<file path="config.mk">
export PLATFORM = sky130hd
export DESIGN_NAME = orsre_exec
export DESIGN_NICKNAME = d
export VERILOG_FILES = /design/src/shared/orsre_pkg.sv /design/src/rtl/orsre_exec.sv
export SDC_FILE = /design/constraint.sdc
export NUM_CORES = 2
export LEC_CHECK = 0
export CAP_MARGIN = 20
export CORE_UTILIZATION = 45
export CTS_CLUSTER_SIZE = 30
export DETAILED_ROUTE_END_ITERATION = 6
export DONT_BUFFER_PORTS = 1
export GPL_ROUTABILITY_DRIVEN = 0
export GPL_TIMING_DRIVEN = 0
export PLACE_DENSITY = 0.7
export SETUP_SLACK_MARGIN = 0.1
export SYNTH_ARGS = -nofsm -noshare
export SYNTH_HDL_FRONTEND = slang
export SYNTH_SLANG_ARGS = --single-unit
</file>
<file path="constraint.sdc">
create_clock -name mclk -period 16.8 [get_ports mclk]
set_clock_uncertainty 0.1 [all_clocks]
set_input_delay 1.68 -clock mclk [delete_from_list [all_inputs] [get_ports mclk]]
set_output_delay 1.68 -clock mclk [all_outputs]
set_load 0.05 [all_outputs]
</file>
<file path="src/shared/orsre_pkg.sv">
`default_nettype none
package orsre_pkg;
  // Opcodes and subcodes
  localparam logic [7:0] OP_OR2 = 8'h21;
  localparam logic [7:0] OP_OR3 = 8'h31;
  localparam logic [7:0] OP_ORI = 8'h01;
  localparam logic [7:0] OP_REM2 = 8'h25;
  localparam logic [7:0] OP_THREE_OPERAND_REMAINDER_OP = 8'h35;
  localparam logic [7:0] OP_SHORT = 8'h02;
  localparam logic [7:0] OP_LONG = 8'h00;
  localparam logic [3:0] SUB_POP_S = 4'h3;
  localparam logic [3:0] SUB_POP_L = 4'hF;
  localparam logic [3:0] SUB_RET_S = 4'h2;
  localparam logic [3:0] SUB_RET_L = 4'h2;
  // Offset handling: short offset is scaled by 16, pointer adjust ignores low 4 offset bits
  localparam logic [19:0] SHORT_PAD = 20'h00000;
  localparam logic [3:0] QUAD_ZERO = 4'h0;
  localparam logic [31:0] QUAD_MASK = 32'hFFFFFFF0;
  // Reset values
  localparam logic [31:0] PTR_RST = 32'h00000000;
  localparam logic [31:0] DATA_RST = 32'h00000000;

  typedef enum logic [2:0] {
    ST_IDLE, ST_DRAIN, ST_RDLK, ST_WRLK, ST_WRACC, ST_RETRD, ST_STKUPD
  } orsre_state_t;

  typedef struct packed {
    logic [7:0] opcode;
    logic [3:0] subcode;
    logic shortForm;
    logic srcStkOff;
    logic userStackCur;
    logic [31:0] src;
    logic [31:0] dst;
    logic dstInMem;
    logic dstInCache;
    logic dstIsAcc;
    logic [31:0] dstAddr;
    logic accInCache;
    logic [31:0] accAddr;
  } orsre_req_t;

  typedef struct packed {
    logic valid;
    logic write;
    logic lock;
    logic [31:0] addr;
    logic [31:0] wdata;
  } orsre_bus_t;

  typedef struct packed {
    logic done;
    logic dstWe;
    logic [31:0] dstData;
    logic accWe;
    logic [31:0] accData;
    logic pcWe;
    logic [31:0] pcData;
    logic vClr;
    logic illegal;
    logic zeroDiv;
  } orsre_res_t;

  typedef struct packed {
    logic [31:0] user;
    logic [31:0] intr;
    logic [31:0] shadow;
    logic [31:0] highMark;
  } orsre_stk_t;

  typedef struct packed {
    orsre_state_t fsm;
    orsre_req_t lat;
    orsre_bus_t bus;
    orsre_res_t res;
    orsre_stk_t stk;
    logic intOff;
    logic busy;
    logic [31:0] hold;
    logic [31:0] ofs;
  } orsre_regs_t;
endpackage
`default_nettype wire

</file>
<file path="src/rtl/orsre_exec.sv">
// Function
// RULE_01: OR writes destination; three-operand form writes accumulator
// RULE_02: Interlocked OR stores OR, accumulator gets old
// RULE_03: Lock from destination read until write completes
// RULE_04: No other bus access inside locked pair
// RULE_05: Accumulator memory write only after interlocked accesses
// RULE_06: Drain pipeline first, admit nothing until done
// RULE_07: Accumulator as destination leaves it unchanged
// RULE_08: Memory guarantees accumulator update never faults
// RULE_09: Pop adds offset to current and shadow
// RULE_10: High mark follows user pointer upward only
// RULE_11: Short offset zero-extended and scaled by 16
// RULE_12: Non stack-offset mode or negative offset illegal
// RULE_13: Remainder two's complement, destination or accumulator
// RULE_14: Zero divisor raises zero-divide, no result
// RULE_15: Remainder clears overflow, keeps carry
// RULE_16: Return loads program counter, adjusts both pointers
// RULE_17: Pointer adjust ignores low four offset bits
// RULE_18: Cached interlocked destination handled without lock
`default_nettype none
module orsre_exec (
  // Clock, reset, enable
  input wire logic mclk,
  input wire logic arst_n,
  input wire logic ce,
  // Instruction request
  input wire logic start,
  input wire orsre_pkg::orsre_req_t req,
  input wire logic pipeEmpty,
  output logic busy,
  output logic intOff,
  // Results
  output orsre_pkg::orsre_res_t res,
  // Stack pointers
  input wire logic stkLoadEn,
  input wire orsre_pkg::orsre_stk_t stkLoadVal,
  output orsre_pkg::orsre_stk_t stk,
  // Memory bus
  output orsre_pkg::orsre_bus_t mem,
  input wire logic memAck,
  input wire logic [31:0] memRdata
);
  orsre_pkg::orsre_regs_t r_r;
  orsre_pkg::orsre_regs_t r_nxt;
  logic isOr;
  logic isRem;
  logic isPop;
  logic isRet;
  logic accept;
  logic [31:0] ofsCalc;
  logic [31:0] remVal;
  logic [31:0] curPtr;
  logic [31:0] newPtr;

  assign accept = ce && start && (r_r.fsm == orsre_pkg::ST_IDLE);
  assign isOr = (req.opcode == orsre_pkg::OP_OR2) || (req.opcode == orsre_pkg::OP_OR3);
  assign isRem = (req.opcode == orsre_pkg::OP_REM2) || (req.opcode == orsre_pkg::OP_THREE_OPERAND_REMAINDER_OP);
  assign isPop = (req.opcode == orsre_pkg::OP_SHORT && req.subcode == orsre_pkg::SUB_POP_S)
    || (req.opcode == orsre_pkg::OP_LONG && req.subcode == orsre_pkg::SUB_POP_L);
  assign isRet = (req.opcode == orsre_pkg::OP_SHORT && req.subcode == orsre_pkg::SUB_RET_S)
    || (req.opcode == orsre_pkg::OP_LONG && req.subcode == orsre_pkg::SUB_RET_L);
  // Short offset scaled by 16, long offset taken whole
  assign ofsCalc = req.shortForm ? {orsre_pkg::SHORT_PAD, req.src[7:0], orsre_pkg::QUAD_ZERO}
    : req.src; // RULE_11
  assign remVal = (req.src == orsre_pkg::DATA_RST) ? orsre_pkg::DATA_RST
    : 32'($signed(req.dst) % $signed(req.src)); // RULE_13
  assign curPtr = r_r.lat.userStackCur ? r_r.stk.user : r_r.stk.intr;
  assign newPtr = curPtr + (r_r.ofs & orsre_pkg::QUAD_MASK); // RULE_17

  always_comb begin
    r_nxt = r_r;
    r_nxt.res.done = 1'b0;
    r_nxt.res.dstWe = 1'b0;
    r_nxt.res.accWe = 1'b0;
    r_nxt.res.pcWe = 1'b0;
    r_nxt.res.vClr = 1'b0;
    r_nxt.res.illegal = 1'b0;
    r_nxt.res.zeroDiv = 1'b0;
    unique case (r_r.fsm)
      orsre_pkg::ST_IDLE: begin
        if (start) begin
          r_nxt.lat = req;
          r_nxt.busy = 1'b1;
          if (isOr) begin
            r_nxt.busy = 1'b0;
            r_nxt.res.done = 1'b1;
            if (req.opcode == orsre_pkg::OP_OR3) begin
              r_nxt.res.accWe = 1'b1; // RULE_01
              r_nxt.res.accData = req.dst | req.src;
            end else begin
              r_nxt.res.dstWe = 1'b1; // RULE_01
              r_nxt.res.dstData = req.dst | req.src;
            end
          end else if (isRem) begin
            r_nxt.busy = 1'b0;
            r_nxt.res.done = 1'b1;
            r_nxt.res.vClr = 1'b1; // RULE_15
            if (req.src == orsre_pkg::DATA_RST) begin
              r_nxt.res.zeroDiv = 1'b1; // RULE_14
            end else if (req.opcode == orsre_pkg::OP_THREE_OPERAND_REMAINDER_OP) begin
              r_nxt.res.accWe = 1'b1; // RULE_13
              r_nxt.res.accData = remVal;
            end else begin
              r_nxt.res.dstWe = 1'b1; // RULE_13
              r_nxt.res.dstData = remVal;
            end
          end else if (isPop || isRet) begin
            if (!req.srcStkOff || (!req.shortForm && req.src[31])) begin
              r_nxt.busy = 1'b0; // RULE_12
              r_nxt.res.done = 1'b1;
              r_nxt.res.illegal = 1'b1;
            end else begin
              r_nxt.intOff = 1'b1; // RULE_09 RULE_16
              r_nxt.ofs = ofsCalc;
              if (isRet) begin
                r_nxt.fsm = orsre_pkg::ST_RETRD;
                r_nxt.bus.valid = 1'b1;
                r_nxt.bus.write = 1'b0;
                r_nxt.bus.lock = 1'b0;
                r_nxt.bus.addr = (req.userStackCur ? r_r.stk.user : r_r.stk.intr) + ofsCalc;
              end else begin
                r_nxt.fsm = orsre_pkg::ST_STKUPD;
              end
            end
          end else if (req.opcode == orsre_pkg::OP_ORI) begin
            r_nxt.fsm = orsre_pkg::ST_DRAIN; // RULE_06
          end else begin
            r_nxt.busy = 1'b0;
            r_nxt.res.done = 1'b1;
            r_nxt.res.illegal = 1'b1;
          end
        end else if (stkLoadEn) begin
          r_nxt.stk = stkLoadVal;
        end
      end
      orsre_pkg::ST_DRAIN: begin
        if (pipeEmpty) begin // RULE_06
          if (r_r.lat.dstInMem && !r_r.lat.dstInCache) begin
            r_nxt.fsm = orsre_pkg::ST_RDLK;
            r_nxt.bus.valid = 1'b1;
            r_nxt.bus.write = 1'b0;
            r_nxt.bus.lock = 1'b1; // RULE_03
            r_nxt.bus.addr = r_r.lat.dstAddr;
          end else begin
            // Internal path, the bus stays unlocked
            r_nxt.fsm = orsre_pkg::ST_IDLE; // RULE_18
            r_nxt.busy = 1'b0;
            r_nxt.res.done = 1'b1;
            r_nxt.res.accWe = 1'b1; // RULE_02
            r_nxt.res.accData = r_r.lat.dst;
            r_nxt.res.dstWe = !r_r.lat.dstIsAcc; // RULE_07
            r_nxt.res.dstData = r_r.lat.dst | r_r.lat.src;
          end
        end
      end
      orsre_pkg::ST_RDLK: begin
        if (memAck) begin
          // Write follows the read at once, lock stays up
          r_nxt.fsm = orsre_pkg::ST_WRLK; // RULE_04
          r_nxt.hold = memRdata;
          r_nxt.bus.write = 1'b1;
          r_nxt.bus.wdata = memRdata | r_r.lat.src; // RULE_02
        end
      end
      orsre_pkg::ST_WRLK: begin
        if (memAck) begin
          r_nxt.bus.lock = 1'b0; // RULE_03
          if (!r_r.lat.accInCache) begin
            r_nxt.fsm = orsre_pkg::ST_WRACC; // RULE_05 RULE_08
            r_nxt.bus.addr = r_r.lat.accAddr;
            r_nxt.bus.wdata = r_r.hold;
          end else begin
            r_nxt.bus.valid = 1'b0;
            r_nxt.fsm = orsre_pkg::ST_IDLE;
            r_nxt.busy = 1'b0;
            r_nxt.res.done = 1'b1;
            r_nxt.res.accWe = 1'b1; // RULE_02
            r_nxt.res.accData = r_r.hold;
          end
        end
      end
      orsre_pkg::ST_WRACC: begin
        if (memAck) begin
          r_nxt.bus.valid = 1'b0;
          r_nxt.fsm = orsre_pkg::ST_IDLE;
          r_nxt.busy = 1'b0;
          r_nxt.res.done = 1'b1;
        end
      end
      orsre_pkg::ST_RETRD: begin
        if (memAck) begin
          r_nxt.bus.valid = 1'b0;
          r_nxt.res.pcWe = 1'b1; // RULE_16
          r_nxt.res.pcData = memRdata;
          r_nxt.fsm = orsre_pkg::ST_STKUPD;
        end
      end
      orsre_pkg::ST_STKUPD: begin
        r_nxt.stk.shadow = newPtr; // RULE_09 RULE_16
        if (r_r.lat.userStackCur) begin
          r_nxt.stk.user = newPtr;
          if (newPtr > r_r.stk.highMark) begin
            r_nxt.stk.highMark = newPtr; // RULE_10
          end
        end else begin
          r_nxt.stk.intr = newPtr;
        end
        r_nxt.intOff = 1'b0;
        r_nxt.busy = 1'b0;
        r_nxt.res.done = 1'b1;
        r_nxt.fsm = orsre_pkg::ST_IDLE;
      end
      default: begin
        r_nxt.fsm = orsre_pkg::ST_IDLE;
      end
    endcase
  end

  always_ff @(posedge mclk or negedge arst_n) begin
    if (!arst_n) begin
      r_r <= '0;
      r_r.fsm <= orsre_pkg::ST_IDLE;
      r_r.stk.user <= orsre_pkg::PTR_RST;
      r_r.stk.intr <= orsre_pkg::PTR_RST;
      r_r.stk.shadow <= orsre_pkg::PTR_RST;
      r_r.stk.highMark <= orsre_pkg::PTR_RST;
    end else if (ce) begin
      r_r <= r_nxt;
    end
  end

  assign busy = r_r.busy;
  assign intOff = r_r.intOff;
  assign res = r_r.res;
  assign stk = r_r.stk;
  assign mem = r_r.bus;
endmodule
`default_nettype wire

</file>
==> impl_summary.txt <==
----------------------------------------------------
[Logic synthesis]
  Synthesized netlist net count ... 8915
  Register area share after synthesis ... 0.200
  Share of synthesized flip-flops with an asynchronous set or reset ... 1.00
  Post-Syn Area per Cell ... 7.79 sq um
  Netlist cell types ... 112
  Flop and latch count out of synthesis ... 496
  Synth Flop Type ... sky130_fd_sc_hd__dfrtp_1
  Fraction of synthesized cell area taken by the top area cell type ... 0.200
  Total number of yosys warnings ... 0
  Netlist area before placement ... 0.0621 sq mm
  Library cell with the largest summed area after synthesis ... sky130_fd_sc_hd__dfrtp_1
  Post-synth EDFFs ... 0
  Cell count after synthesis ... 7973
  Largest cells by area after synthesis ... sky130_fd_sc_hd__dfrtp_1 (20%), sky130_fd_sc_hd__ha_1 (13%), sky130_fd_sc_hd__mux2_2 (6.1%), sky130_fd_sc_hd__nand2_1 (4.9%), sky130_fd_sc_hd__a21oi_1 (4.7%)

[Cells and area]
  Most common library cell in the layout ignoring fill and taps ... sky130_fd_sc_hd__buf_4
  Commonest cells after routing, fill and taps aside ... sky130_fd_sc_hd__buf_4 (876), sky130_fd_sc_hd__nand2_1 (766), sky130_fd_sc_hd__nor2_1 (657), sky130_fd_sc_hd__ha_1 (522), sky130_fd_sc_hd__dfrtp_1 (496)
  Number of fill cells in the layout ... 11445
  Area growth from synthesis to final layout ... 28.3%
  Number of nets in the layout ... 9617
  Share of cells above drive strength 1 ... 0.285

[Routing]
  Wirelength per Cell ... 29.6 um
  Total number of vias ... 73308
  Detailed Routing Iterations Pass 1 ... 7
  Final ANT Viol Nets ... 0
  Drt drc ... 35
  Number of DRC markers after the initial detailed-route iteration ... 11174
  Vias per Instance ... 6.98
  DRT Wirelength ... 311000 um

[Floorplanning]
  Die Ht ... 373 um
  Die X-Extent ... 373 um
  Effective utilization at floorplan ... 0.456
  Die area ... 0.139 sq mm
  Std cell rows ... 135
  Placeable core area ... 0.136 sq mm
  Top-Level Pins ... 614

[STA]
  Upper clock frequency limit ... 13.1 MHz
  Tightest Pin Transition ... 2100 ps
  Max Slew Vio Count ... 267
  Period minus WS final ... 76220 ps
  Period utilization ... 4.54
  Headroom to the max-slew limit ... -0.400
  Worst hold-check slack ... 383 ps
  Count of endpoints failing hold in the final timing report ... 0
  Final setup violation count ... 64
  Final critical-path setup slack ... -59420 ps
  Unrepaired setup endpoints after global routing ... true
  Final total negative setup slack ... -3765760 ps

[Setup path]
  Signal arrival time at the worst endpoint ... 76690 ps
  Setup crit start kind ... primary input
  Most repeated library cell on the critical path ... sky130_fd_sc_hd__ha_4
  Crit path max-delay cell type ... sky130_fd_sc_hd__nor4_1
  Slowest Stage Delay on Critical Path ... 670 ps
  Critical path endpoint category ... register
  Critical Setup Path Class ... primary input to register
  CP Max Fanout ... 10
  Worst endpoint required time ... 17270 ps
  Internal reg-to-reg setup slack ... 6740 ps

[Global routing]
  Number of antenna violations at the first check in global routing ... 51
  Wire length of the first global-routing pass ... 426000 um
  Number of global-route vias before repair ... 65788
  Gr usage total ... 0.402
  Largest net degree at the start of global routing ... 497
  Remaining global-route overflow ... 0

[CTS]
  Depth of the CTS H-tree ... 2
  Clk buf depth ... 3
  Total CTS buffers ... 50
  Number of sinks driven by the clock tree ... 496
  Clock-pin slew reported for the worst setup and hold paths after clock tree synthesis ... 70 ps
  Skew-Pair Late Insertion Delay ... 630 ps
  Root buf cell ... sky130_fd_sc_hd__clkbuf_16
  Hold bufs inserted after CTS ... 0
  Clock tree from TritonCTS ... built

[Pwr]
  Post-layout power ... 13.3 mW
  Static leakage power ... 34.8 nW
  Peak VDD IR ... 0.150 mV
  Power Dens Cells ... 168 mW/mm^2

[Placed design]
  IO Port Bufs ... 0
  Post-detailed-placement half-perimeter wirelength ... 234000 um

[Hold path]
  Path type of the worst min-delay path ... register to register

[Status]
  Run status ... complete, but fails checks
  Failing checks ... design-rule violations, max-slew violations, negative setup slack

[Flow run]
  Max-capacitance violation count ... 0

----------------------------------------------------
-- Yosys cell counts, types with 164 or more instances --
cell,count
sky130_fd_sc_hd__a21o_1,215
sky130_fd_sc_hd__a21oi_1,586
sky130_fd_sc_hd__a31oi_1,170
sky130_fd_sc_hd__buf_4,303
sky130_fd_sc_hd__clkbuf_1,285
sky130_fd_sc_hd__dfrtp_1,496
sky130_fd_sc_hd__ha_1,625
sky130_fd_sc_hd__inv_1,232
sky130_fd_sc_hd__mux2_2,334
sky130_fd_sc_hd__nand2_1,811
sky130_fd_sc_hd__nand3_1,164
sky130_fd_sc_hd__nor2_1,739
sky130_fd_sc_hd__nor3_1,217
sky130_fd_sc_hd__o21ai_0,469
sky130_fd_sc_hd__xnor2_1,301
sky130_fd_sc_hd__xor2_1,191
-- worst max-delay path: cells and delay by family --
family                     cells  cell delay, ps
muxes                          6            1920
buffers and inverters         57            8410
xor gates and xnor gates       1             210
AOI/OAI and AO/OA            177           36810
and+or+nand+nor               93           19010
adders and majority gates     31            8360
-- state kept, by name, indices dropped and copies added, names as in the netlist --
register and flops:
busy 1, r_r 196, res 103, intOff 1, mem 67, stk 128
-- metrics by stage --
| step | cells | worst slack [ps] | instance area (sq um) | util |
|---|---|---|---|---|
| 3_3_place_gp | 9754 | -74520 | 66700 | 0.490 |
| 4_1_cts | 10059 | -59940 | 72300 | 0.531 |
| 6_report | 10507 | -59420 | 79700 | 0.585 |
| 3_5_place_dp | 9794 | -72880 | 67700 | 0.498 |
| 2_1_floorplan | 7973 | -53340 | 64500 | - |
| 5_1_grt | 10496 | -60790 | 79600 | 0.585 |
-- final cells by class --
type / instances / area, sq um / share of cell area
inverters: 236 / 907 / 0.0114
repair buffers: 653 / 5780 / 0.0726
multi-input cells: 6583 / 51700 / 0.649
plain buffers: 655 / 4970 / 0.0624
clock buffers: 67 / 1360 / 0.0170
well taps: 1781 / 2230 / 0.0280
diodes: 19 / 47.5 / 0.000597
clock inverters: 17 / 229 / 0.00287
flip-flops and latches: 496 / 12400 / 0.156
-- layer usage --
layer	vias to the layer above	part of all wire	GRT usage
met3	2052	0.17	0.177
met4	52	0.090	0.257
met5	-	0.0012	0
met1	34560	0.34	0.484
li1	30510	-	-
met2	6134	0.40	0.579
-- worst paths after layout --
check / from / end / depth (start not counted)
max: req[109] / res[89]$_DFFE_PN0P_ / 365
min reg2reg: mem[56]$_DFFE_PN0P_ / mem[56]$_DFFE_PN0P_ / 2
min: mem[56]$_DFFE_PN0P_ / mem[56]$_DFFE_PN0P_ / 2
max in group asynchronous: arst_n / r_r[374]$_DFFE_PN0P_ / 0
max reg2reg: r_r[496]$_DFFE_PN0P_ / stk[30]$_DFFE_PN0P_ / 31
min in group asynchronous: arst_n / r_r[34]$_DFFE_PN0P_ / 0
-- timing repair --
item	CTS	global route
resized for setup	333	831
endpoints found under the setup margin	64	64
buffers inserted	181	418
pin swaps	158	472
gates cloned	0	9
-- power by group --
| part | internal [mW] | switching (mW) | total, mW |
|---|---|---|---|
| combinational | 3.84 | 6.16 | 10.0 |
| clock | 0.630 | 0.523 | 1.15 |
| sequential | 1.70 | 0.487 | 2.19 |
-- kinds of logic (layout without fill, tap and decap cells) --
family,Yosys count,in the layout,share of synthesized area
xor+xnor,494,494,0.0699
simple gates,2635,2635,0.201
other cells,0,19,0
compound gates,2453,2453,0.261
fa+ha+maj,628,628,0.127
mux,373,373,0.0670
buf+inv,894,1628,0.0734
flops,496,496,0.200
No activity file was read; power rests on OpenSTA's default activity.
